### src/logic/cdss_regs.vh
// register offsets, control fields, reset values and timing counts of the servo supervisor
// assumes a 100 MHz system clock and a 32-bit classic wishbone register bus
`ifndef CDSS_REGS_VH
`define CDSS_REGS_VH
// ===========================================
// clock and timing
`define CDSS_CLK_HZ 100000000
`define CDSS_FAST_TPS 1200
`define CDSS_FAST_CYC (`CDSS_CLK_HZ / `CDSS_FAST_TPS)
`define CDSS_SLOW_HZ 12000
`define CDSS_SLOW_CYC (`CDSS_CLK_HZ / `CDSS_SLOW_HZ)
`define CDSS_FOCUS_LOST_US 3000
`define CDSS_FOCUS_LOST_CYC (`CDSS_FOCUS_LOST_US * (`CDSS_CLK_HZ / 1000000))
`define CDSS_SQ_HALF_NS 250
`define CDSS_SQ_HALF_CYC ((`CDSS_SQ_HALF_NS * (`CDSS_CLK_HZ / 1000000)) / 1000)
`define CDSS_PDM_LO_HZ 1058400
`define CDSS_PDM_HI_HZ 2116800
`define CDSS_NCO_LO ((64'd`CDSS_PDM_LO_HZ << 24) / 64'd`CDSS_CLK_HZ)
`define CDSS_NCO_HI ((64'd`CDSS_PDM_HI_HZ << 24) / 64'd`CDSS_CLK_HZ)
`define CDSS_JUMP_MIN_TRACKS 16'h0004
`define CDSS_DISC_FRAMES 24'h00_000A
// ===========================================
// register word offsets, matched against ADR_I[7:2]
`define CDSS_OFS_CTRL 6'h00
`define CDSS_OFS_MASK 6'h01
`define CDSS_OFS_HLS 6'h02
`define CDSS_OFS_TRACKS 6'h03
`define CDSS_OFS_DEFECT 6'h04
`define CDSS_OFS_PLAYTIME 6'h05
`define CDSS_OFS_JUMPTIME 6'h06
`define CDSS_OFS_TIMER 6'h07
// ===========================================
// control register fields
`define CDSS_C_RADIAL 0
`define CDSS_C_SLEDGE 1
`define CDSS_C_MOTOR 2
`define CDSS_C_JUMP 3
`define CDSS_C_EXT_LONG 4
`define CDSS_C_PLAY_WD 5
`define CDSS_C_JUMP_WD 6
`define CDSS_C_TIMER 7
`define CDSS_C_LASER 8
`define CDSS_C_PDM_FAST 9
`define CDSS_C_DEC_IF 10
`define CDSS_C_FOUR_WIRE 11
`define CDSS_C_DEFECT_LO 12
`define CDSS_C_LSTEP_LO 14
`define CDSS_C_STAT_IRQ 16
`define CDSS_C_STAT_OFS 17
`define CDSS_C_DSEL_LO 19
`define CDSS_C_MJUMP 22
`define CDSS_CTRL_RESET 32'h0000_0000
`define CDSS_CTRL_MASK 32'h007F_FFFF
`define CDSS_MASK_RESET 32'h0000_0000
`endif

### src/logic/cdss_pdm.v
// first-order pulse density modulator for one actuator drive channel
// assumes a rate tick from the parent; level is unsigned, all ones gives near full density
`timescale 1ns/10ps
`default_nettype none
module cdss_pdm #(
	parameter W = 8
) (
	input wire clk_i,
	input wire rst_b_i,
	input wire tick_i,
	input wire [W-1:0] level_i,
	output reg bit_o
);
	// ===========================================
	// accumulator
	reg [W:0] acc_reg;

	// carry out of the accumulator is the density bit
	always @(posedge clk_i) begin
		if (!rst_b_i) begin
			acc_reg <= {(W+1){1'b0}};
			bit_o <= 1'b0;
		end else if (tick_i) begin
			acc_reg <= {1'b0, acc_reg[W-1:0]} + {1'b0, level_i};
			bit_o <= acc_reg[W];
		end
	end
endmodule
`default_nettype wire

### src/logic/cdss_wdt.v
// restartable timeout counter used by watchdogs and the timer tick
// assumes run and kick come from the same clock; a zero limit never fires
`timescale 1ns/10ps
`default_nettype none
module cdss_wdt #(
	parameter W = 24
) (
	input wire clk_i,
	input wire rst_b_i,
	input wire run_i,
	input wire kick_i,
	input wire [W-1:0] limit_i,
	output reg fire_o
);
	// ===========================================
	// counter
	reg [W-1:0] cnt_reg;

	// one-cycle fire when the count reaches the limit, then count again
	always @(posedge clk_i) begin
		if (!rst_b_i) begin
			cnt_reg <= {W{1'b0}};
			fire_o <= 1'b0;
		end else if (!run_i || kick_i || limit_i == {W{1'b0}}) begin
			cnt_reg <= {W{1'b0}};
			fire_o <= 1'b0;
		end else if (cnt_reg == limit_i - {{(W-1){1'b0}}, 1'b1}) begin
			cnt_reg <= {W{1'b0}};
			fire_o <= 1'b1;
		end else begin
			cnt_reg <= cnt_reg + {{(W-1){1'b0}}, 1'b1};
			fire_o <= 1'b0;
		end
	end
endmodule
`default_nettype wire

### src/logic/cdss_top.v
// servo supervisor: off-track counting, defect gating, interrupts, watchdogs, drive and laser
// assumes a classic wishbone master on CLK_I; pin inputs arrive asynchronously
// Function
// - above 1200 tracks/s select fast state, decrement counter only on polarity events
// - slow state: direction from polarity phase at track loss, one track per pulse
// - fast state reverts to slow when crossing rate falls below 12 kHz
// - choose protected, slow or fast counting state internally
// - track position flag marks spot within a quarter pitch of track
// - defect detector off, focus, or focus and radial zeroes errors; set point programmable
// - off-track flag valid while tracking and counter nonzero
// - counter reset after 0.75 track in short mode, at origin in long mode
// - status pin shows interrupt, decoder status or offset; interrupt selection wins
// - decoder status mode shows selected decoder bit active low, four-wire only
// - eight maskable interrupt sources
// - discontinuity when new subcode time earlier or over 10 frames later
// - high-level status read returns status, clears interrupts, re-enables subcode reads
// - decoder status pin follows selector rewrites and decoder interface enable
// - focus watchdog: 3 ms dropout sets focus lost, stops radial, sledge, motor
// - play watchdog after first frame; frame gap timeout sets radial error, motor jump
// - jump watchdog: under 4 tracks per interval flags error, stops servos
// - radial watchdogs enabled individually; focus watchdog always on
// - timer interrupts with programmable period when sequencers unused
// - drives pulse density modulated at 1.0584 or 2.1168 MHz
// - drives high impedance in reset; laser off gives 2 MHz square on radial, focus
// - laser on by control or active focus loop; four power steps
`include "cdss_regs.vh"
`timescale 1ns/10ps
`default_nettype none
module cdss_top #(
	parameter FAST_CYC = `CDSS_FAST_CYC,
	parameter SLOW_CYC = `CDSS_SLOW_CYC,
	parameter FOCUS_LOST_CYC = `CDSS_FOCUS_LOST_CYC,
	parameter LW = 8
) (
	input wire CLK_I,
	input wire RST_B_I,
	input wire [7:0] ADR_I,
	input wire [31:0] DAT_I,
	output reg [31:0] DAT_O,
	input wire WE_I,
	input wire [3:0] SEL_I,
	input wire CYC_I,
	input wire STB_I,
	output reg ACK_O,
	input wire TRACK_POSITION_FLAG_I,
	input wire RADIAL_POLARITY_FLAG_I,
	input wire TRACK_LOSS_SIGNAL_I,
	input wire FOCUS_OK_I,
	input wire [7:0] DEFECT_LEVEL_I,
	input wire [11:0] FOCUS_ERR_I,
	input wire [11:0] RADIAL_ERR_I,
	output reg [11:0] FOCUS_ERR_O,
	output reg [11:0] RADIAL_ERR_O,
	input wire SUBCODE_FRAME_I,
	input wire [23:0] SUBCODE_TIME_I,
	input wire [7:0] SUBCODE_SEC_I,
	input wire SUBQ_READY_I,
	input wire SEQ_STATE_CHG_I,
	input wire SEQ_ERR_I,
	input wire DEC_IF_BUSY_I,
	input wire [7:0] SEQ_STATUS_I,
	input wire [7:0] DEC_STATUS_I,
	input wire [7:0] MOTOR_START_TIME_I,
	input wire OFFSET_INFO_I,
	input wire FOCUS_LOOP_ACTIVE_I,
	input wire [LW-1:0] RADIAL_LEVEL_I,
	input wire [LW-1:0] FOCUS_LEVEL_I,
	input wire [LW-1:0] SLEDGE_LEVEL_I,
	output reg RADIAL_DRIVE_OUT_O,
	output reg RADIAL_DRIVE_OE_O,
	output reg FOCUS_DRIVE_OUT_O,
	output reg FOCUS_DRIVE_OE_O,
	output reg SLEDGE_DRIVE_OUT_O,
	output reg SLEDGE_DRIVE_OE_O,
	output reg LASER_ON_O,
	output reg [1:0] LASER_STEP_O,
	output reg STATUS_O,
	output reg IRQ_O,
	output reg TRACK_ON_O,
	output reg OFF_TRACK_O,
	output reg SUBQ_READ_EN_O,
	output wire RADIAL_SERVO_EN_O,
	output wire SLEDGE_SERVO_EN_O,
	output wire MOTOR_DRIVE_EN_O,
	output wire MOTOR_JUMP_O
);
	// ===========================================
	// functions
	// merge write data into a register under the byte enables
	function [31:0] wb_merge;
		input [31:0] old_v;
		input [31:0] new_v;
		input [3:0] sel;
		integer k;
		begin
			wb_merge = old_v;
			for (k = 0; k < 4; k = k + 1) begin
				if (sel[k]) begin
					wb_merge[k*8 +: 8] = new_v[k*8 +: 8];
				end
			end
		end
	endfunction

	localparam ST_PROT = 2'd0;
	localparam ST_SLOW = 2'd1;
	localparam ST_FAST = 2'd2;

	// ===========================================
	// pin synchronisers
	wire [3:0] pin_raw = {FOCUS_OK_I, TRACK_LOSS_SIGNAL_I, RADIAL_POLARITY_FLAG_I, TRACK_POSITION_FLAG_I};
	reg [3:0] pin_s1_reg;
	reg [3:0] pin_s2_reg;
	reg [3:0] pin_d_reg;
	genvar g;
	generate
		for (g = 0; g < 4; g = g + 1) begin : g_sync
			// two flops per pin, a third for edge detection
			always @(posedge CLK_I) begin
				if (!RST_B_I) begin
					pin_s1_reg[g] <= 1'b0;
					pin_s2_reg[g] <= 1'b0;
					pin_d_reg[g] <= 1'b0;
				end else begin
					pin_s1_reg[g] <= pin_raw[g];
					pin_s2_reg[g] <= pin_s1_reg[g];
					pin_d_reg[g] <= pin_s2_reg[g];
				end
			end
		end
	endgenerate
	wire track_position_flag = pin_s2_reg[0];
	wire tpi_rise = pin_s2_reg[0] & ~pin_d_reg[0];
	wire rp = pin_s2_reg[1];
	wire rp_rise = pin_s2_reg[1] & ~pin_d_reg[1];
	wire tl_rise = pin_s2_reg[2] & ~pin_d_reg[2];
	wire focus_ok = pin_s2_reg[3];

	// ===========================================
	// registers and bus
	reg [31:0] ctrl_reg;
	reg [31:0] ctrl_next;
	reg [7:0] mask_reg;
	reg [7:0] defect_reg;
	reg [15:0] play_reg;
	reg [15:0] jtime_reg;
	reg [15:0] timer_reg;
	reg [7:0] int_reg;
	reg [7:0] int_next;
	reg [7:0] int_set;
	reg [31:0] rd_data;
	wire req = CYC_I & STB_I & ~ACK_O;
	wire wr = req & WE_I;
	wire [5:0] idx = ADR_I[7:2];
	wire hls_read = req & ~WE_I & (idx == `CDSS_OFS_HLS);
	wire trk_write = wr & (idx == `CDSS_OFS_TRACKS);

	// track counting state
	reg [1:0] st_reg;
	reg [1:0] st_next;
	reg [15:0] cnt_reg;
	reg [15:0] cnt_next;
	reg dir_out_reg;
	reg [19:0] per_reg;
	reg ext_pend_reg;
	// byte-lane merges of the 16-bit registers, the empty upper half is cut off
	wire [31:0] cnt_wr = wb_merge({16'h0000, cnt_reg}, DAT_I, SEL_I);
	wire [31:0] play_wr = wb_merge({16'h0000, play_reg}, DAT_I, SEL_I);
	wire [31:0] jtime_wr = wb_merge({16'h0000, jtime_reg}, DAT_I, SEL_I);
	wire [31:0] timer_wr = wb_merge({16'h0000, timer_reg}, DAT_I, SEL_I);

	// watchdog and timer fires
	wire focus_fire;
	wire play_fire;
	wire jump_tick;
	wire timer_fire;
	reg first_frame_reg;
	reg [15:0] jsample_reg;
	wire jump_err = jump_tick & ((jsample_reg - cnt_reg) < `CDSS_JUMP_MIN_TRACKS);

	// read multiplexer
	always @* begin
		case (idx)
			`CDSS_OFS_CTRL: rd_data = ctrl_reg;
			`CDSS_OFS_MASK: rd_data = {24'h00_0000, mask_reg};
			`CDSS_OFS_HLS: rd_data = {MOTOR_START_TIME_I, SEQ_STATUS_I, DEC_STATUS_I, int_reg};
			`CDSS_OFS_TRACKS: rd_data = {13'h0000, dir_out_reg, st_reg, cnt_reg};
			`CDSS_OFS_DEFECT: rd_data = {24'h00_0000, defect_reg};
			`CDSS_OFS_PLAYTIME: rd_data = {16'h0000, play_reg};
			`CDSS_OFS_JUMPTIME: rd_data = {16'h0000, jtime_reg};
			`CDSS_OFS_TIMER: rd_data = {16'h0000, timer_reg};
			default: rd_data = 32'h0000_0000;
		endcase
	end

	// one-cycle acknowledge, unmapped reads return zero
	always @(posedge CLK_I) begin
		if (!RST_B_I) begin
			ACK_O <= 1'b0;
			DAT_O <= 32'h0000_0000;
		end else begin
			ACK_O <= req;
			DAT_O <= req ? rd_data : 32'h0000_0000;
		end
	end

	// control next value: software write, then watchdog actions override
	always @* begin
		ctrl_next = ctrl_reg;
		if (wr && idx == `CDSS_OFS_CTRL) begin
			ctrl_next = wb_merge(ctrl_reg, DAT_I, SEL_I) & `CDSS_CTRL_MASK;
		end
		if (focus_fire) begin
			ctrl_next[`CDSS_C_RADIAL] = 1'b0;
			ctrl_next[`CDSS_C_SLEDGE] = 1'b0;
			ctrl_next[`CDSS_C_MOTOR] = 1'b0;
		end
		if (play_fire) begin
			ctrl_next[`CDSS_C_RADIAL] = 1'b0;
			ctrl_next[`CDSS_C_SLEDGE] = 1'b0;
			ctrl_next[`CDSS_C_MJUMP] = 1'b1;
		end
		if (jump_err) begin
			ctrl_next[`CDSS_C_RADIAL] = 1'b0;
			ctrl_next[`CDSS_C_SLEDGE] = 1'b0;
			ctrl_next[`CDSS_C_JUMP] = 1'b0;
		end
	end

	// software-written registers
	always @(posedge CLK_I) begin
		if (!RST_B_I) begin
			ctrl_reg <= `CDSS_CTRL_RESET;
			mask_reg <= 8'h00;
			defect_reg <= 8'h00;
			play_reg <= 16'h0000;
			jtime_reg <= 16'h0000;
			timer_reg <= 16'h0000;
		end else begin
			ctrl_reg <= ctrl_next;
			if (wr && idx == `CDSS_OFS_MASK && SEL_I[0])
				mask_reg <= DAT_I[7:0];
			if (wr && idx == `CDSS_OFS_DEFECT && SEL_I[0])
				defect_reg <= DAT_I[7:0];
			if (wr && idx == `CDSS_OFS_PLAYTIME)
				play_reg <= play_wr[15:0];
			if (wr && idx == `CDSS_OFS_JUMPTIME)
				jtime_reg <= jtime_wr[15:0];
			if (wr && idx == `CDSS_OFS_TIMER)
				timer_reg <= timer_wr[15:0];
		end
	end
	assign RADIAL_SERVO_EN_O = ctrl_reg[`CDSS_C_RADIAL];
	assign SLEDGE_SERVO_EN_O = ctrl_reg[`CDSS_C_SLEDGE];
	assign MOTOR_DRIVE_EN_O = ctrl_reg[`CDSS_C_MOTOR];
	assign MOTOR_JUMP_O = ctrl_reg[`CDSS_C_MJUMP];
	wire jumping = ctrl_reg[`CDSS_C_JUMP];
	wire tracking = ctrl_reg[`CDSS_C_RADIAL];

	// ===========================================
	// counting state and off-track counter
	wire [1:0] dmode = ctrl_reg[`CDSS_C_DEFECT_LO +: 2];
	wire defect = (DEFECT_LEVEL_I > defect_reg) & (dmode != 2'd0);
	wire cnt_edge = (st_reg == ST_FAST) ? rp_rise : tl_rise;

	// state selection from jump request and crossing period
	always @* begin
		st_next = st_reg;
		case (st_reg)
			ST_PROT: begin
				if (jumping)
					st_next = ST_SLOW;
			end
			ST_SLOW: begin
				if (!jumping)
					st_next = ST_PROT;
				else if (tl_rise && per_reg < FAST_CYC)
					st_next = ST_FAST;
			end
			ST_FAST: begin
				if (!jumping)
					st_next = ST_PROT;
				else if (per_reg > SLOW_CYC)
					st_next = ST_SLOW;
			end
			default: st_next = ST_PROT;
		endcase
	end

	// counter: signed offset while protected, tracks to go while jumping
	always @* begin
		cnt_next = cnt_reg;
		if (trk_write) begin
			cnt_next = cnt_wr[15:0];
		end else if (st_reg == ST_PROT) begin
			if (tl_rise && !defect)
				cnt_next = rp ? cnt_reg + 16'h0001 : cnt_reg - 16'h0001;
			if (ctrl_reg[`CDSS_C_EXT_LONG] ? (tpi_rise && cnt_reg == 16'h0000) : (tpi_rise && ext_pend_reg))
				cnt_next = 16'h0000;
		end else if (cnt_edge && cnt_reg != 16'h0000) begin
			cnt_next = cnt_reg - 16'h0001;
		end
	end

	// state, counter, period and direction flops
	always @(posedge CLK_I) begin
		if (!RST_B_I) begin
			st_reg <= ST_PROT;
			cnt_reg <= 16'h0000;
			per_reg <= 20'h0_0000;
			dir_out_reg <= 1'b0;
			ext_pend_reg <= 1'b0;
		end else begin
			st_reg <= st_next;
			cnt_reg <= cnt_next;
			if (cnt_edge)
				per_reg <= 20'h0_0000;
			else if (per_reg != 20'hF_FFFF)
				per_reg <= per_reg + 20'h0_0001;
			if (st_reg == ST_SLOW && tl_rise)
				dir_out_reg <= rp;
			ext_pend_reg <= (st_reg == ST_PROT) & (cnt_next != 16'h0000) & ~(tpi_rise & ext_pend_reg);
		end
	end

	// ===========================================
	// watchdogs and timer
	cdss_wdt #(.W(24)) u_focus_wd (
		.clk_i(CLK_I),
		.rst_b_i(RST_B_I),
		.run_i(~focus_ok),
		.kick_i(focus_ok),
		.limit_i(FOCUS_LOST_CYC[23:0]),
		.fire_o(focus_fire)
	);
	cdss_wdt #(.W(24)) u_play_wd (
		.clk_i(CLK_I),
		.rst_b_i(RST_B_I),
		.run_i(ctrl_reg[`CDSS_C_PLAY_WD] & tracking & ~jumping & first_frame_reg),
		.kick_i(SUBCODE_FRAME_I),
		.limit_i({play_reg, 8'h00}),
		.fire_o(play_fire)
	);
	cdss_wdt #(.W(24)) u_jump_wd (
		.clk_i(CLK_I),
		.rst_b_i(RST_B_I),
		.run_i(ctrl_reg[`CDSS_C_JUMP_WD] & jumping),
		.kick_i(1'b0),
		.limit_i({jtime_reg, 8'h00}),
		.fire_o(jump_tick)
	);
	cdss_wdt #(.W(24)) u_timer (
		.clk_i(CLK_I),
		.rst_b_i(RST_B_I),
		.run_i(ctrl_reg[`CDSS_C_TIMER]),
		.kick_i(1'b0),
		.limit_i({timer_reg, 8'h00}),
		.fire_o(timer_fire)
	);

	// first frame arming and jump sampling
	always @(posedge CLK_I) begin
		if (!RST_B_I) begin
			first_frame_reg <= 1'b0;
			jsample_reg <= 16'h0000;
		end else begin
			if (!tracking || jumping)
				first_frame_reg <= 1'b0;
			else if (SUBCODE_FRAME_I)
				first_frame_reg <= 1'b1;
			if (!jumping || jump_tick)
				jsample_reg <= cnt_next;
		end
	end

	// ===========================================
	// interrupt status
	reg [23:0] prev_time_reg;
	reg [7:0] prev_sec_reg;
	reg have_time_reg;
	wire disc = have_time_reg & ((SUBCODE_TIME_I < prev_time_reg) |
		(SUBCODE_TIME_I > prev_time_reg + `CDSS_DISC_FRAMES));

	// event sources in mask bit order
	always @* begin
		int_set = 8'h00;
		int_set[0] = focus_fire;
		int_set[1] = SUBQ_READY_I;
		int_set[2] = SUBCODE_FRAME_I & have_time_reg & (SUBCODE_SEC_I != prev_sec_reg);
		int_set[3] = SUBCODE_FRAME_I & disc;
		int_set[4] = play_fire | jump_err;
		int_set[5] = SEQ_STATE_CHG_I | timer_fire;
		int_set[6] = SEQ_ERR_I;
		int_set[7] = DEC_IF_BUSY_I;
		int_next = (hls_read ? 8'h00 : int_reg) | int_set;
	end

	// sticky status, subcode history and read enable
	always @(posedge CLK_I) begin
		if (!RST_B_I) begin
			int_reg <= 8'h00;
			prev_time_reg <= 24'h00_0000;
			prev_sec_reg <= 8'h00;
			have_time_reg <= 1'b0;
			SUBQ_READ_EN_O <= 1'b1;
			IRQ_O <= 1'b0;
		end else begin
			int_reg <= int_next;
			IRQ_O <= |(int_next & mask_reg);
			if (SUBCODE_FRAME_I) begin
				prev_time_reg <= SUBCODE_TIME_I;
				prev_sec_reg <= SUBCODE_SEC_I;
				have_time_reg <= 1'b1;
			end
			if (hls_read)
				SUBQ_READ_EN_O <= 1'b1;
			else if (DEC_IF_BUSY_I)
				SUBQ_READ_EN_O <= 1'b0;
		end
	end

	// ===========================================
	// drive outputs and laser
	reg [23:0] nco_reg;
	reg [4:0] sq_cnt_reg;
	reg sq_reg;
	wire [63:0] inc_lo = `CDSS_NCO_LO;
	wire [63:0] inc_hi = `CDSS_NCO_HI;
	wire [23:0] nco_inc = ctrl_reg[`CDSS_C_PDM_FAST] ? inc_hi[23:0] : inc_lo[23:0];
	wire [24:0] nco_sum = {1'b0, nco_reg} + {1'b0, nco_inc};
	wire [3*LW-1:0] lvl = {SLEDGE_LEVEL_I, FOCUS_LEVEL_I, RADIAL_LEVEL_I};
	wire [2:0] pdm_bit;
	wire laser_on = ctrl_reg[`CDSS_C_LASER] | FOCUS_LOOP_ACTIVE_I;
	wire [31:0] sq_half = `CDSS_SQ_HALF_CYC - 1;
	wire [4:0] sq_last = sq_half[4:0];

	// rate generator and 2 MHz square
	always @(posedge CLK_I) begin
		if (!RST_B_I) begin
			nco_reg <= 24'h00_0000;
			sq_cnt_reg <= 5'h00;
			sq_reg <= 1'b0;
		end else begin
			nco_reg <= nco_sum[23:0];
			if (sq_cnt_reg == sq_last) begin
				sq_cnt_reg <= 5'h00;
				sq_reg <= ~sq_reg;
			end else begin
				sq_cnt_reg <= sq_cnt_reg + 5'h01;
			end
		end
	end

	generate
		for (g = 0; g < 3; g = g + 1) begin : g_pdm
			cdss_pdm #(.W(LW)) u_pdm (
				.clk_i(CLK_I),
				.rst_b_i(RST_B_I),
				.tick_i(nco_sum[24]),
				.level_i(lvl[g*LW +: LW]),
				.bit_o(pdm_bit[g])
			);
		end
	endgenerate

	// pin flops: enables low in reset, square on radial and focus while laser off
	always @(posedge CLK_I) begin
		if (!RST_B_I) begin
			RADIAL_DRIVE_OUT_O <= 1'b0;
			FOCUS_DRIVE_OUT_O <= 1'b0;
			SLEDGE_DRIVE_OUT_O <= 1'b0;
			RADIAL_DRIVE_OE_O <= 1'b0;
			FOCUS_DRIVE_OE_O <= 1'b0;
			SLEDGE_DRIVE_OE_O <= 1'b0;
			LASER_ON_O <= 1'b0;
			LASER_STEP_O <= 2'b00;
		end else begin
			RADIAL_DRIVE_OUT_O <= laser_on ? pdm_bit[0] : sq_reg;
			FOCUS_DRIVE_OUT_O <= laser_on ? pdm_bit[1] : sq_reg;
			SLEDGE_DRIVE_OUT_O <= pdm_bit[2];
			RADIAL_DRIVE_OE_O <= 1'b1;
			FOCUS_DRIVE_OE_O <= 1'b1;
			SLEDGE_DRIVE_OE_O <= 1'b1;
			LASER_ON_O <= laser_on;
			LASER_STEP_O <= ctrl_reg[`CDSS_C_LSTEP_LO +: 2];
		end
	end

	// ===========================================
	// status pin, error gating, track flags
	wire [2:0] dsel = ctrl_reg[`CDSS_C_DSEL_LO +: 3];
	wire dec_bit = ctrl_reg[`CDSS_C_DEC_IF] ? DEC_IF_BUSY_I : DEC_STATUS_I[dsel];

	always @(posedge CLK_I) begin
		if (!RST_B_I) begin
			STATUS_O <= 1'b1;
			FOCUS_ERR_O <= 12'h000;
			RADIAL_ERR_O <= 12'h000;
			TRACK_ON_O <= 1'b0;
			OFF_TRACK_O <= 1'b0;
		end else begin
			if (ctrl_reg[`CDSS_C_STAT_IRQ])
				STATUS_O <= |(int_reg & mask_reg);
			else if (ctrl_reg[`CDSS_C_STAT_OFS])
				STATUS_O <= OFFSET_INFO_I;
			else if (ctrl_reg[`CDSS_C_FOUR_WIRE])
				STATUS_O <= ~dec_bit;
			else
				STATUS_O <= 1'b1;
			FOCUS_ERR_O <= defect ? 12'h000 : FOCUS_ERR_I;
			RADIAL_ERR_O <= (defect && dmode == 2'd2) ? 12'h000 : RADIAL_ERR_I;
			TRACK_ON_O <= track_position_flag;
			OFF_TRACK_O <= tracking & (cnt_reg != 16'h0000);
		end
	end
endmodule
`default_nettype wire

### config.mk
export PLATFORM = sky130hd
export DESIGN_NAME = cdss_top
export DESIGN_NICKNAME = d
export VERILOG_FILES = /design/src/logic/cdss_pdm.v /design/src/logic/cdss_wdt.v /design/src/logic/cdss_top.v
export VERILOG_INCLUDE_DIRS = /design/src /design/src/logic
export SDC_FILE = /design/constraint.sdc
export NUM_CORES = 1
export LEC_CHECK = 0
export BUFFER_PORTS_ARGS = -buffer_cell sky130_fd_sc_hd__buf_2
export CELL_PAD_IN_SITES_DETAIL_PLACEMENT = 1
export CELL_PAD_IN_SITES_GLOBAL_PLACEMENT = 2
export CORE_ASPECT_RATIO = 0.75
export CORE_MARGIN = 1
export CORE_UTILIZATION = 30
export DETAILED_ROUTE_END_ITERATION = 12
export MAX_ROUTING_LAYER = met4
export PLACE_DENSITY_LB_ADDON = 0.1
export RECOVER_POWER = 100
export SKIP_CTS_REPAIR_TIMING = 1
export SYNTH_ARGS = -nofsm -noshare
export SYNTH_HDL_FRONTEND = slang
export SYNTH_HIERARCHICAL = 1
export SYNTH_SLANG_ARGS = --single-unit
### constraint.sdc
create_clock -name CLK_I -period 4.5 [get_ports CLK_I]
set_clock_uncertainty 0.15 [all_clocks]
set_input_delay 0.225 -clock CLK_I [delete_from_list [all_inputs] [get_ports CLK_I]]
set_output_delay 0.225 -clock CLK_I [all_outputs]
set_load 0.02 [all_outputs]
==> summary.md, run 1 <==
| Metric | Value |
|---|---|
| Outcome | `finished, violations left` |
| Failing checks | `capacitance limit, slew limit` |
| Lkg Pwr | `12.52 nW` |
| Remaining design rule violation count | `0` |
| Final net count | `3918` |
| Relative max-transition margin | `-0.4894` |
| Area growth from synthesis to final layout | `23.08%` |
| Cell chain of the critical path | `dlygate4sd3_1 -> clkbuf_1 -> clkbuf_2 -> nand2_1 -> nor3_1 -> buf_4 -> and2_0` |
| Worst setup slack before clock tree synthesis | `0.5896 ns` |
| Fin crit share | `0.9097` |
| Yosys reg bits | `423` |
| Vias per inst | `5.103` |
| Clock Pin Slew Worst Setup and Hold Paths | `0.06 ns` |
| Post-synth EDFFs | `0` |
| Initial Utilization | `0.3039` |
| Rows | `92` |
| Number of detailed-route iterations in the first pass | `7` |
| Total cell area at the placement stage | `0.02871 mm^2` |
| First-iteration detailed-routing DRC count | `1083` |
| FF/Latch Area | `0.008468 mm^2` |
| Clock H-tree levels | `2` |
| Most common library cell in the layout ignoring fill and taps | `sky130_fd_sc_hd__dfxtp_1` |
| Worst path required time | `4.87 ns` |
| Final period demand of the worst path | `4.094 ns` |
| Cell internal pwr | `7.010 mW` |
| Critical-path top delay cell | `sky130_fd_sc_hd__clkbuf_2` |
| Library cell used as clock root buffer | `sky130_fd_sc_hd__clkbuf_16` |
| Hold/Removal Path Class | `in2reg` |
| Synthesized-area fraction occupied by adder cells | `0.06558` |
| Final total negative setup slack | `0 ns` |
| Achievable frequency | `244.3 MHz` |
| Unrepaired setup endpoints after global routing | `false` |
| Met3 routed WL | `4.614 mm` |
| Number of instances in the synthesized netlist | `3111` |
| Largest net degree at the start of global routing | `92` |
| Synth Area in Compound Gates | `0.1620` |
| Commonest cells after routing, fill and taps aside | `sky130_fd_sc_hd__dfxtp_1, sky130_fd_sc_hd__nand2_1, sky130_fd_sc_hd__nor2_1` |
| Die width | `339.6 um` |
| Fill cell count | `10170` |
| Total power per unit cell area | `306.8 mW/mm^2` |
| Residual overflow from global routing | `0` |
| Highest Signal Layer | `met4` |
| Routed wire length | `94.51 mm` |
| Clock tree sinks | `423` |
| Kind of end point of the critical path | `flop` |
| Inserted Clock Buffers | `51` |
| R2R depth | `11` |
| Synth Flop Type | `sky130_fd_sc_hd__dfxtp_1` |
| Max-slew violation total from the final report | `187` |
| Vertical extent of the die | `255.2 um` |
| Distinct cells, synth | `100` |
| Worst path arrival time | `4.47 ns` |
| CP max FO | `91` |
| Ports placed on the boundary | `247` |
| Syn Area/Cell | `8.243 um^2` |
| Worst-skew pair later-pin latency | `0.63 ns` |
| Register share of total power | `0.405` |
| Async SR Flop Fraction | `0` |
| Cell count of the worst hold path | `3` |
| Total standard cell area after synthesis | `0.02564 mm^2` |
| Wire length of the first global-routing pass | `142.9 mm` |
| Share of power burned in combinational logic | `0.144` |
| Post-synthesis mux area share | `0.03503` |
| Port Buf Inserts | `234` |
| Overall fraction of global-route tracks in use | `0.2159` |
| Detail Route Antenna Nets | `0` |
| Number of max-cap violations | `3` |
| Worst Slack Setup Final | `0.4063 ns` |
| IR drop worst, VDD | `0.2513 mV` |
| Max FFs per register | `32` |
| TritonCTS clock tree | `built` |
| Setup violation total in the final timing report | `0` |
| DP HPWL | `71.33 mm` |
| Maximum clock path buffer count | `3` |
| Area inside the core boundary | `0.08438 mm^2` |
| Die Area | `0.08666 mm^2` |
| Initial antenna violation count | `7` |
| Maximum cell stage delay along the critical path | `1.59 ns` |
| Number of warnings reported in the yosys synthesis log | `6` |
| Met1 wire length | `45.89 mm` |
| Number of endpoints with negative hold slack in the final report | `0` |
| Gpl congestion | `0.8922` |
| Category of the critical setup timing path | `in2reg` |
| Via Count | `24440` |
| Switching Power | `2.673 mW` |
| Area of the multi-input gates | `0.01683 mm^2` |
| Number of global-route vias before repair | `24120` |
| Dominant combinational cell family by area after synthesis | `simple AND/OR/NAND/NOR gates` |
| Sequential cell area fraction in the yosys report | `0.3302` |
| Actual transition at the worst max-transition pin | `2.234 ns` |
| Worst setup SP type | `input pin` |
| Routed WL per cell | `19.73 um` |
| Layout cells sized above 1 | `0.09439` |
| Part of the total power dissipated in the clock network | `0.451` |
| Switching share of total power | `0.2761` |
| Final design instance area without fill | `0.03156 mm^2` |
| Post-Synth Simple-Gate Area | `0.2664` |
| Met2 wirelength from detailed routing | `41.90 mm` |
| Xor/xnor share of the synthesized area | `0.09871` |
==> power groups by stage <==
stage | Combinational [mW] | Sequential (mW) | Clock (mW)
floorplan | 0.877 | 3.99 | 0
detailed placement | 1.29 | 4.01 | 0
global placement | 1.26 | 4.00 | 0
CTS | 1.30 | 3.92 | 4.52
global route | 1.55 | 3.94 | 4.67
finish | 1.39 | 3.93 | 4.37
==> kinds of logic (layout without fill, tap and decap cells) <==
logic type	count (synthesis)	after routing
AO/OA/AOI/OAI	596	596
XOR/XNOR	289	289
adder cells (fa/ha/maj)	132	132
buffers and inverters	256	608
flip-flops	423	423
multiplexers	86	86
other	2	200
AND/OR/NAND/NOR	1327	1327
==> critical path: cells and delay by family <==
family / cells / cell delay, ns
AND/OR/NAND/NOR: 3 / 0.94
buffers and inverters: 4 / 3.25
==> per-layer routing <==
layer  vias to the layer above  track usage
met1                     11950       0.2938
met2                       453       0.3269
met3                       126      0.03699
met5                         -            -
li1                      11910            -
met4                         0      0.06139
==> Yosys cell counts (10+ instances only) <==
cell type | number | area [um^2]
sky130_fd_sc_hd__dfxtp_1 | 423 | 8468
sky130_fd_sc_hd__nand2_1 | 340 | 1276
sky130_fd_sc_hd__nor2_1 | 247 | 927.1
sky130_fd_sc_hd__xnor2_1 | 188 | 1647
sky130_fd_sc_hd__nand3_1 | 182 | 910.9
sky130_fd_sc_hd__a21oi_1 | 146 | 730.7
sky130_fd_sc_hd__ha_1 | 128 | 1602
sky130_fd_sc_hd__clkbuf_1 | 115 | 431.7
sky130_fd_sc_hd__xor2_1 | 101 | 884.6
sky130_fd_sc_hd__inv_1 | 97 | 364.1
sky130_fd_sc_hd__and2_1 | 76 | 475.5
sky130_fd_sc_hd__nor2b_1 | 76 | 475.5
sky130_fd_sc_hd__mux2i_1 | 74 | 740.7
sky130_fd_sc_hd__o21ai_0 | 73 | 365.4
sky130_fd_sc_hd__a22oi_1 | 68 | 510.5
sky130_fd_sc_hd__nor3_1 | 62 | 310.3
sky130_fd_sc_hd__nand4_1 | 51 | 319.1
sky130_fd_sc_hd__and3_1 | 48 | 300.3
sky130_fd_sc_hd__nor4_1 | 47 | 294.0
sky130_fd_sc_hd__a21boi_0 | 44 | 330.3
sky130_fd_sc_hd__a31oi_1 | 32 | 200.2
sky130_fd_sc_hd__nand2b_1 | 31 | 193.9
sky130_fd_sc_hd__or3_1 | 30 | 187.7
sky130_fd_sc_hd__nand3b_1 | 25 | 187.7
sky130_fd_sc_hd__a211oi_1 | 22 | 165.2
sky130_fd_sc_hd__a21o_1 | 22 | 165.2
sky130_fd_sc_hd__nor3b_1 | 22 | 165.2
sky130_fd_sc_hd__buf_2 | 19 | 95.09
sky130_fd_sc_hd__o21a_1 | 15 | 112.6
sky130_fd_sc_hd__and4_1 | 14 | 122.6
sky130_fd_sc_hd__or4_1 | 14 | 105.1
sky130_fd_sc_hd__o2111ai_1 | 13 | 113.9
sky130_fd_sc_hd__a41oi_1 | 12 | 105.1
sky130_fd_sc_hd__o211a_1 | 12 | 120.1
sky130_fd_sc_hd__o21bai_1 | 12 | 90.09
sky130_fd_sc_hd__o31a_1 | 12 | 105.1
sky130_fd_sc_hd__buf_1 | 10 | 37.54
sky130_fd_sc_hd__mux2_2 | 10 | 112.6
sky130_fd_sc_hd__nor4b_1 | 10 | 87.58
sky130_fd_sc_hd__o211ai_1 | 10 | 75.07
==> through the flow <==
stage / total power, mW / utilization / hold slack, ns / std cells
6_report: 9.683 / 0.3741 / 0.01859 / 4789
5_1_grt: 10.16 / 0.3740 / 0.004776 / 4787
4_1_cts: 9.747 / 0.3608 / -0.4040 / 4653
3_5_place_dp: 5.300 / 0.3402 / 0.2706 / 4559
3_3_place_gp: 5.259 / 0.3402 / 0.2735 / 4559
2_1_floorplan: 4.868 / - / 0.1027 / 3303
==> worst paths after layout <==
kind / from / endpoint / slack [ns]
setup reg to reg: cnt_reg[2] / ctrl_reg[1] / 0.45
setup / recovery: RST_B_I / u_timer/fire_o / 0.41
hold reg to reg: pin_s1_reg[0] / track_position_flag / 0.28
hold / removal: DEC_STATUS_I[1] / DAT_O[9] / 0.02
==> area by class of cell <==
cell class              instances  area share
multi-input cells            2624      0.5333
well taps                    1128     0.04472
diodes                          6   0.0004757
flip-flops and latches        423      0.2683
clock inverters                22    0.008444
inverters                      98     0.01166
clock buffers                  72     0.04646
repair buffers                416     0.08666
No activity file was read; power rests on OpenSTA's default activity.
==> run 2: changes to the inputs <==
--- a/config.mk
+++ b/config.mk
@@ -13,6 +13,7 @@
 export CORE_MARGIN = 1
 export CORE_UTILIZATION = 30
 export DETAILED_ROUTE_END_ITERATION = 12
+export GPL_TIMING_DRIVEN = 0
 export MAX_ROUTING_LAYER = met4
 export PLACE_DENSITY_LB_ADDON = 0.1
 export RECOVER_POWER = 100
==> run 2 against run 1 <==
Against the previous run:
- the flow finishes with violations (hold timing)
- critical path depth rose by 7
- sequential share of layout area is 0.16 points lower
- hold slack got worse by 0.020 ns
- first-iteration DRC count rose by 22%
- clock-buffer cell count shrank 6
- fmax down 6.4%
- global-route usage is 1.7 points higher
- setup slack worse by 0.28 ns
- power is 0.99% lower
- via count is 2.1% higher
- register-to-register slack got worse by 0.32 ns
- wire length grew 8.0%
- critical path type is now reg2reg
==> summary.md, run 2 (synthesis results as in run 1) <==
| Metric | Value |
|---|---|
| Kind of end point of the critical path | `flop (unchanged)` |
| Worst-skew pair later-pin latency | `0.62 ns (was 0.63 ns)` |
| Vias per inst | `5.101 (was 5.103)` |
| Cell Count Post-Placement | `4666 (was 4559)` |
| Die Area | `0.08666 mm^2 (unchanged)` |
| Layout cells sized above 1 | `0.08813 (was 0.09439)` |
| Final net count | `4022 (was 3918)` |
| Actual transition at the worst max-transition pin | `1.165 ns (was 2.234 ns)` |
| Routed wire length | `102.0 mm (was 94.51 mm)` |
| Max FFs per register | `32 (unchanged)` |
| Number of global-route vias before repair | `24780 (was 24120)` |
| Vertical extent of the die | `255.2 um (unchanged)` |
| Worst setup SP type | `flop (was input pin)` |
| Wire length of the first global-routing pass | `151.5 mm (was 142.9 mm)` |
| Worst path required time | `4.82 ns (was 4.87 ns)` |
| Largest net degree at the start of global routing | `29 (was 92)` |
| CP max FO | `10 (was 91)` |
| Number of detailed-route iterations in the first pass | `5 (was 7)` |
| Cell chain of the critical path | `clkbuf_1 -> inv_1 -> ha_1 -> or4b_1 -> nor4_4 -> clkbuf_1 -> or2_1 -> buf_2 -> nor2_1 -> a21oi_1 -> o221ai_1 -> nor4_1 -> and4_4 -> a21oi_2 (was dlygate4sd3_1 -> clkbuf_1 -> clkbuf_2 -> nand2_1 -> nor3_1 -> buf_4 -> and2_0)` |
| Layout Utilization | `0.3763 (was 0.3741)` |
| R2R depth | `14 (was 11)` |
| Maximum clock path buffer count | `3 (unchanged)` |
| DP HPWL | `79.36 mm (was 71.33 mm)` |
| Number of max-cap violations | `0 (was 3)` |
| Overall fraction of global-route tracks in use | `0.2327 (was 0.2159)` |
| IR drop worst, VDD | `0.2751 mV (was 0.2513 mV)` |
| Hold/Removal Path Class | `in2reg (unchanged)` |
| Clock H-tree levels | `2 (unchanged)` |
| Routed WL per cell | `20.86 um (was 19.73 um)` |
| Category of the critical setup timing path | `reg2reg (was in2reg)` |
| Total power per unit cell area | `301.9 mW/mm^2 (was 306.8 mW/mm^2)` |
| Area inside the core boundary | `0.08438 mm^2 (unchanged)` |
| Cell count of the worst hold path | `3 (unchanged)` |
| Worst path arrival time | `4.70 ns (was 4.47 ns)` |
| Port Buf Inserts | `234 (unchanged)` |
| Final instance count without filler cells | `4890 (was 4789)` |
| Hold_ws | `-0.0009416 ns (was 0.01859 ns)` |
| Inserted Clock Buffers | `51 (unchanged)` |
| Outcome | `finished, violations left (unchanged)` |
| Residual overflow from global routing | `0 (unchanged)` |
| First-iteration detailed-routing DRC count | `1320 (was 1083)` |
| Ports placed on the boundary | `247 (unchanged)` |
| Relative max-transition margin | `0.2175 (was -0.4894)` |
| Most common library cell in the layout ignoring fill and taps | `sky130_fd_sc_hd__dfxtp_1 (unchanged)` |
| Cell type group with the largest total delay on the critical path | `simple AND/OR/NAND/NOR gates (was buffers and inverters)` |
| Critical-path top delay cell | `sky130_fd_sc_hd__or4b_1 (was sky130_fd_sc_hd__clkbuf_2)` |
| Remaining design rule violation count | `0 (unchanged)` |
| Library cell used as clock root buffer | `sky130_fd_sc_hd__clkbuf_16 (unchanged)` |
| Fill cell count | `10180 (was 10170)` |
| Gpl congestion | `0.8991 (was 0.8922)` |
| Lkg Pwr | `12.50 nW (was 12.52 nW)` |
| Setup violation total in the final timing report | `0 (unchanged)` |
| Clock tree sinks | `423 (unchanged)` |
| Detail Route Antenna Nets | `0 (unchanged)` |
| Initial antenna violation count | `10 (was 7)` |
| Failing checks | `hold timing (was capacitance limit, slew limit)` |
| Achievable frequency | `228.6 MHz (was 244.3 MHz)` |
| TritonCTS clock tree | `built (unchanged)` |
| Initial Utilization | `0.3039 (unchanged)` |
| Via Count | `24940 (was 24440)` |
| Die width | `339.6 um (unchanged)` |
| Maximum cell stage delay along the critical path | `0.53 ns (was 1.59 ns)` |
| Rows | `92 (unchanged)` |
| Max-slew violation total from the final report | `0 (was 187)` |
| Final period demand of the worst path | `4.374 ns (was 4.094 ns)` |
| Fin crit share | `0.9720 (was 0.9097)` |
| Commonest cells after routing, fill and taps aside | `sky130_fd_sc_hd__dfxtp_1, sky130_fd_sc_hd__nand2_1, sky130_fd_sc_hd__nor2_1 (unchanged)` |
| Clock Pin Slew Worst Setup and Hold Paths | `0.06 ns (about the same)` |
| Area growth from synthesis to final layout | `23.83% (was 23.08%)` |
| Unrepaired setup endpoints after global routing | `false (unchanged)` |
| Number of buffers and inverters on the critical path | `4 (unchanged)` |
| Crit-path most repeated cell | `sky130_fd_sc_hd__clkbuf_1` |
| Critical Path Stages | `14 (was 7)` |
| Number of endpoints with negative hold slack in the final report | `1 (was 0)` |
[run 2: cell count changes in the layout (fill, tap and decap cells not counted), sizes merged]
cell / delta
clkbuf: +118
clkinvlp: +7
clkinv: -2
buf: -16
bufinv: -2
dlygate4sd3: -4
[run 2: report_power, final]
| group | switching [mW] | total [mW] | internal [mW] |
|---|---|---|---|
| Clock | 1.80 | 4.22 | 2.42 |
| Sequential | 0.0625 | 3.91 | 3.85 |
| Combinational | 0.852 | 1.46 | 0.605 |
| Total | 2.72 | 9.59 | 6.87 |
[run 2: path summary, 6_finish.rpt]
| path | from | endpoint | slack [ns] |
|---|---|---|---|
| max reg2reg | cnt_reg[1] | ext_pend_reg | 0.13 |
| max | cnt_reg[1] | ext_pend_reg | 0.13 |
| min | DEC_STATUS_I[1] | DAT_O[9] | -0.0009 |
| min reg2reg | pin_s1_reg[0] | track_position_flag | 0.29 |
[run 2: layout make-up]
class | count | area [um^2] | area share
multi-input cells | 2624 | 16830 | 0.5301
flip-flops and latches | 423 | 8469 | 0.2667
repair buffers | 363 | 2355 | 0.07416
clock buffers | 66 | 1433 | 0.04512
well taps | 1128 | 1411 | 0.04445
plain buffers | 157 | 629.4 | 0.01982
inverters | 98 | 367.9 | 0.01158
clock inverters | 25 | 239.0 | 0.007526
diodes | 6 | 15.01 | 0.0004728
[run 2: layer usage]
metal  share of wire  GRT usage  wire length, um
met1            0.50     0.3243            50870
met2            0.44     0.3511            45100
met3           0.035    0.02949             3608
met4           0.024    0.06499             2451
met5               0          -                0
[run 2: worst reg2reg max path, delay by kind of cell, from the launching register on]
family / cells / cell delay (ns)
AO/OA/AOI/OAI: 3 / 0.46
adder cells (fa/ha/maj): 1 / 0.20
flip-flops: 1 / 0.31
buffers and inverters: 4 / 1.16
AND/OR/NAND/NOR: 6 / 1.97
[run 2: through the flow]
stage | total power [mW] | area, um^2 | setup slack (ns) | setup TNS [ns]
6_report | 9.587 | 31750 | 0.1260 | 0
5_1_grt | 10.02 | 31750 | 0.03186 | 0
4_1_cts | 9.595 | 30630 | -0.6563 | -13.73
3_5_place_dp | 5.322 | 28960 | -0.6256 | -12.31
3_3_place_gp | 5.288 | 28950 | -1.156 | -17.46
2_1_floorplan | 4.868 | 26360 | 1.057 | 0
==> run 3: changes to the inputs <==
--- a/config.mk
+++ b/config.mk
@@ -7,15 +7,12 @@
 export NUM_CORES = 1
 export LEC_CHECK = 0
 export BUFFER_PORTS_ARGS = -buffer_cell sky130_fd_sc_hd__buf_2
-export CELL_PAD_IN_SITES_DETAIL_PLACEMENT = 1
-export CELL_PAD_IN_SITES_GLOBAL_PLACEMENT = 2
 export CORE_ASPECT_RATIO = 0.75
 export CORE_MARGIN = 1
 export CORE_UTILIZATION = 30
 export DETAILED_ROUTE_END_ITERATION = 12
 export GPL_TIMING_DRIVEN = 0
 export MAX_ROUTING_LAYER = met4
-export PLACE_DENSITY_LB_ADDON = 0.1
 export RECOVER_POWER = 100
 export SKIP_CTS_REPAIR_TIMING = 1
 export SYNTH_ARGS = -nofsm -noshare
==> run 3 against run 2 <==
Against the previous run:
- the run ends with capacitance limit, slew limit left
- final area about the same
- global-route usage decreased by 3.5 points
- fmax fell by 1.6%
- setup slack got worse by 0.071 ns
- wire length fell by 14%
- power grew 1.6%
- non-clock buffer count shrank 5
- combinational power about the same
- clock-buffer cell count down 5
- cell count decreased by 0.12%
- critical endpoint unchanged
- highest routed layer unchanged
- sequential power is essentially flat
==> summary.md, run 3 (synthesis results as in run 1) <==
| Metric | Value |
|---|---|
| First-iteration detailed-routing DRC count | `2221 (was 1320)` |
| Die width | `339.6 um (unchanged)` |
| Wire length of the first global-routing pass | `129.9 mm (was 151.5 mm)` |
| Cell chain of the critical path | `clkbuf_2 -> inv_1 -> ha_1 -> or4b_1 -> nor4_4 -> buf_4 -> a41oi_1 -> nand2_1 -> o221ai_1 -> nor4_1 -> and4_4 -> a21oi_1 (was clkbuf_1 -> inv_1 -> ha_1 -> or4b_1 -> nor4_4 -> clkbuf_1 -> or2_1 -> buf_2 -> nor2_1 -> a21oi_1 -> o221ai_1 -> nor4_1 -> and4_4 -> a21oi_2)` |
| Final Total Pwr | `9.739 mW (was 9.587 mW)` |
| Via Count | `24470 (was 24940)` |
| Routed wire length | `87.27 mm (was 102.0 mm)` |
| Worst path required time | `4.84 ns (was 4.82 ns)` |
| CP max FO | `10 (unchanged)` |
| Worst-skew pair later-pin latency | `0.66 ns (was 0.62 ns)` |
| Cell Count Post-Placement | `4665 (was 4666)` |
| Most common library cell in the layout ignoring fill and taps | `sky130_fd_sc_hd__dfxtp_1 (unchanged)` |
| Max-slew violation total from the final report | `29 (was 0)` |
| Worst setup SP type | `flop (unchanged)` |
| Clock Pin Slew Worst Setup and Hold Paths | `0.06 ns (about the same)` |
| Area of the multi-input gates | `0.01679 mm^2 (was 0.01683 mm^2)` |
| Initial Utilization | `0.3039 (unchanged)` |
| Vias per inst | `5.009 (was 5.101)` |
| Number of detailed-route iterations in the first pass | `6 (was 5)` |
| Remaining design rule violation count | `0 (unchanged)` |
| Final net count | `4016 (was 4022)` |
| Fin crit share | `0.9877 (was 0.9720)` |
| Maximum clock path buffer count | `3 (unchanged)` |
| Commonest cells after routing, fill and taps aside | `sky130_fd_sc_hd__dfxtp_1, sky130_fd_sc_hd__nand2_1, sky130_fd_sc_hd__nor2_1 (unchanged)` |
| Worst setup slack before clock tree synthesis | `-0.4869 ns (was -0.6256 ns)` |
| TritonCTS clock tree | `built (unchanged)` |
| Area growth from synthesis to final layout | `23.82% (was 23.83%)` |
| Detail Route Antenna Nets | `0 (unchanged)` |
| Actual transition at the worst max-transition pin | `1.984 ns (was 1.165 ns)` |
| Failing checks | `capacitance limit, slew limit (was hold timing)` |
| Largest net degree at the start of global routing | `29 (unchanged)` |
| Routed WL per cell | `17.87 um (was 20.86 um)` |
| Setup violation total in the final timing report | `0 (unchanged)` |
| Cell count of the worst hold path | `4 (was 3)` |
| Number of max-cap violations | `1 (was 0)` |
| Achievable frequency | `225.0 MHz (was 228.6 MHz)` |
| Fill cell count | `8796 (was 10180)` |
| Critical Path Stages | `12 (was 14)` |
| Layout Utilization | `0.3763 (about the same)` |
| Hold/Removal Path Class | `in2reg (unchanged)` |
| Area inside the core boundary | `0.08438 mm^2 (unchanged)` |
| Kind of end point of the critical path | `flop (unchanged)` |
| Cell type group with the largest total delay on the critical path | `simple AND/OR/NAND/NOR gates (unchanged)` |
| Vertical extent of the die | `255.2 um (unchanged)` |
| Number of buffers and inverters on the critical path | `3 (was 4)` |
| Layout cells sized above 1 | `0.08502 (was 0.08813)` |
| Port Buf Inserts | `234 (unchanged)` |
| Critical-path top delay cell | `sky130_fd_sc_hd__or4b_1 (unchanged)` |
| R2R depth | `12 (was 14)` |
| Category of the critical setup timing path | `reg2reg (unchanged)` |
| Lkg Pwr | `12.55 nW (was 12.50 nW)` |
| Clock H-tree levels | `2 (unchanged)` |
| Maximum cell stage delay along the critical path | `0.58 ns (was 0.53 ns)` |
| Final instance count without filler cells | `4884 (was 4890)` |
| Number of endpoints with negative hold slack in the final report | `0 (was 1)` |
| Worst Slack Setup Final | `0.05518 ns (was 0.1260 ns)` |
| Relative max-transition margin | `-0.3223 (was 0.2175)` |
| DP HPWL | `66.14 mm (was 79.36 mm)` |
| Rows | `92 (unchanged)` |
| Number of global-route vias before repair | `21660 (was 24780)` |
| Initial antenna violation count | `7 (was 10)` |
| Library cell used as clock root buffer | `sky130_fd_sc_hd__clkbuf_16 (unchanged)` |
| Total cell area at the placement stage | `0.02895 mm^2 (was 0.02896 mm^2)` |
| Ports placed on the boundary | `247 (unchanged)` |
| Hold_ws | `0.01490 ns (was -0.0009416 ns)` |
| Final total negative setup slack | `0 ns (unchanged)` |
| Overall fraction of global-route tracks in use | `0.1979 (was 0.2327)` |
| Max FFs per register | `32 (unchanged)` |
| Final period demand of the worst path | `4.445 ns (was 4.374 ns)` |
| Residual overflow from global routing | `0 (unchanged)` |
| FF/Latch Area | `0.008469 mm^2 (unchanged)` |
| Total power per unit cell area | `306.7 mW/mm^2 (was 301.9 mW/mm^2)` |
| Gpl congestion | `0.9913 (was 0.8991)` |
| Unrepaired setup endpoints after global routing | `false (unchanged)` |
| Outcome | `finished, violations left (unchanged)` |
| Clock tree sinks | `423 (unchanged)` |
| IR drop worst, VDD | `0.2818 mV (was 0.2751 mV)` |
| Inserted Clock Buffers | `50 (was 51)` |
| Worst path arrival time | `4.78 ns (was 4.70 ns)` |
| Die Area | `0.08666 mm^2 (unchanged)` |
| Final design instance area without fill | `0.03175 mm^2 (about the same)` |
## run 3: changes by cell type in the layout (fill, tap and decap cells not counted), moves of 4 or more
cell / change
sky130_fd_sc_hd__and2_0: -14
sky130_fd_sc_hd__and2_1: +14
sky130_fd_sc_hd__clkbuf_1: -6
sky130_fd_sc_hd__buf_1: +4
sky130_fd_sc_hd__clkbuf_2: -4
sky130_fd_sc_hd__dlygate4sd3_1: -4
sky130_fd_sc_hd__nor2_1: +4
sky130_fd_sc_hd__nor2_2: -4
## run 3: path summary, 6_finish.rpt
| check | from | end | slack [ns] |
|---|---|---|---|
| max | cnt_reg[1] | ext_pend_reg | 0.06 |
| min | FOCUS_LEVEL_I[4] | g_pdm[1].u_pdm/acc_reg[6] | 0.01 |
| max reg2reg | cnt_reg[1] | ext_pend_reg | 0.06 |
| min reg2reg | pin_s1_reg[3] | focus_ok | 0.28 |
## run 3: routing by layer
layer,GRT usage,share of wire
met4,0.04324,0.020
met5,-,0
met3,0.06165,0.10
met1,0.2803,0.48
met2,0.2694,0.40
## run 3: worst register-to-register path: cells and delay by family, from the launching register on
family                     cells  cell delay (ns)
buffers and inverters          3             0.70
and+or+nand+nor                5             2.17
adders and majority gates      1             0.20
AOI/OAI and AO/OA              3             0.77
DFF                            1             0.32
## run 3: area by class of cell
class,count,area share
multi-input cells,2624,0.5287
inverters,98,0.01159
well taps,1128,0.04445
clock inverters,31,0.01214
plain buffers,156,0.02010
flip-flops and latches,423,0.2667
clock buffers,61,0.04291
repair buffers,359,0.07306
diodes,4,0.0003153
## run 3: report_power, final
group | internal (mW) | switching (mW)
registers | 3.85 | 0.0593
clock network | 2.53 | 1.88
logic | 0.604 | 0.822
total | 6.98 | 2.76
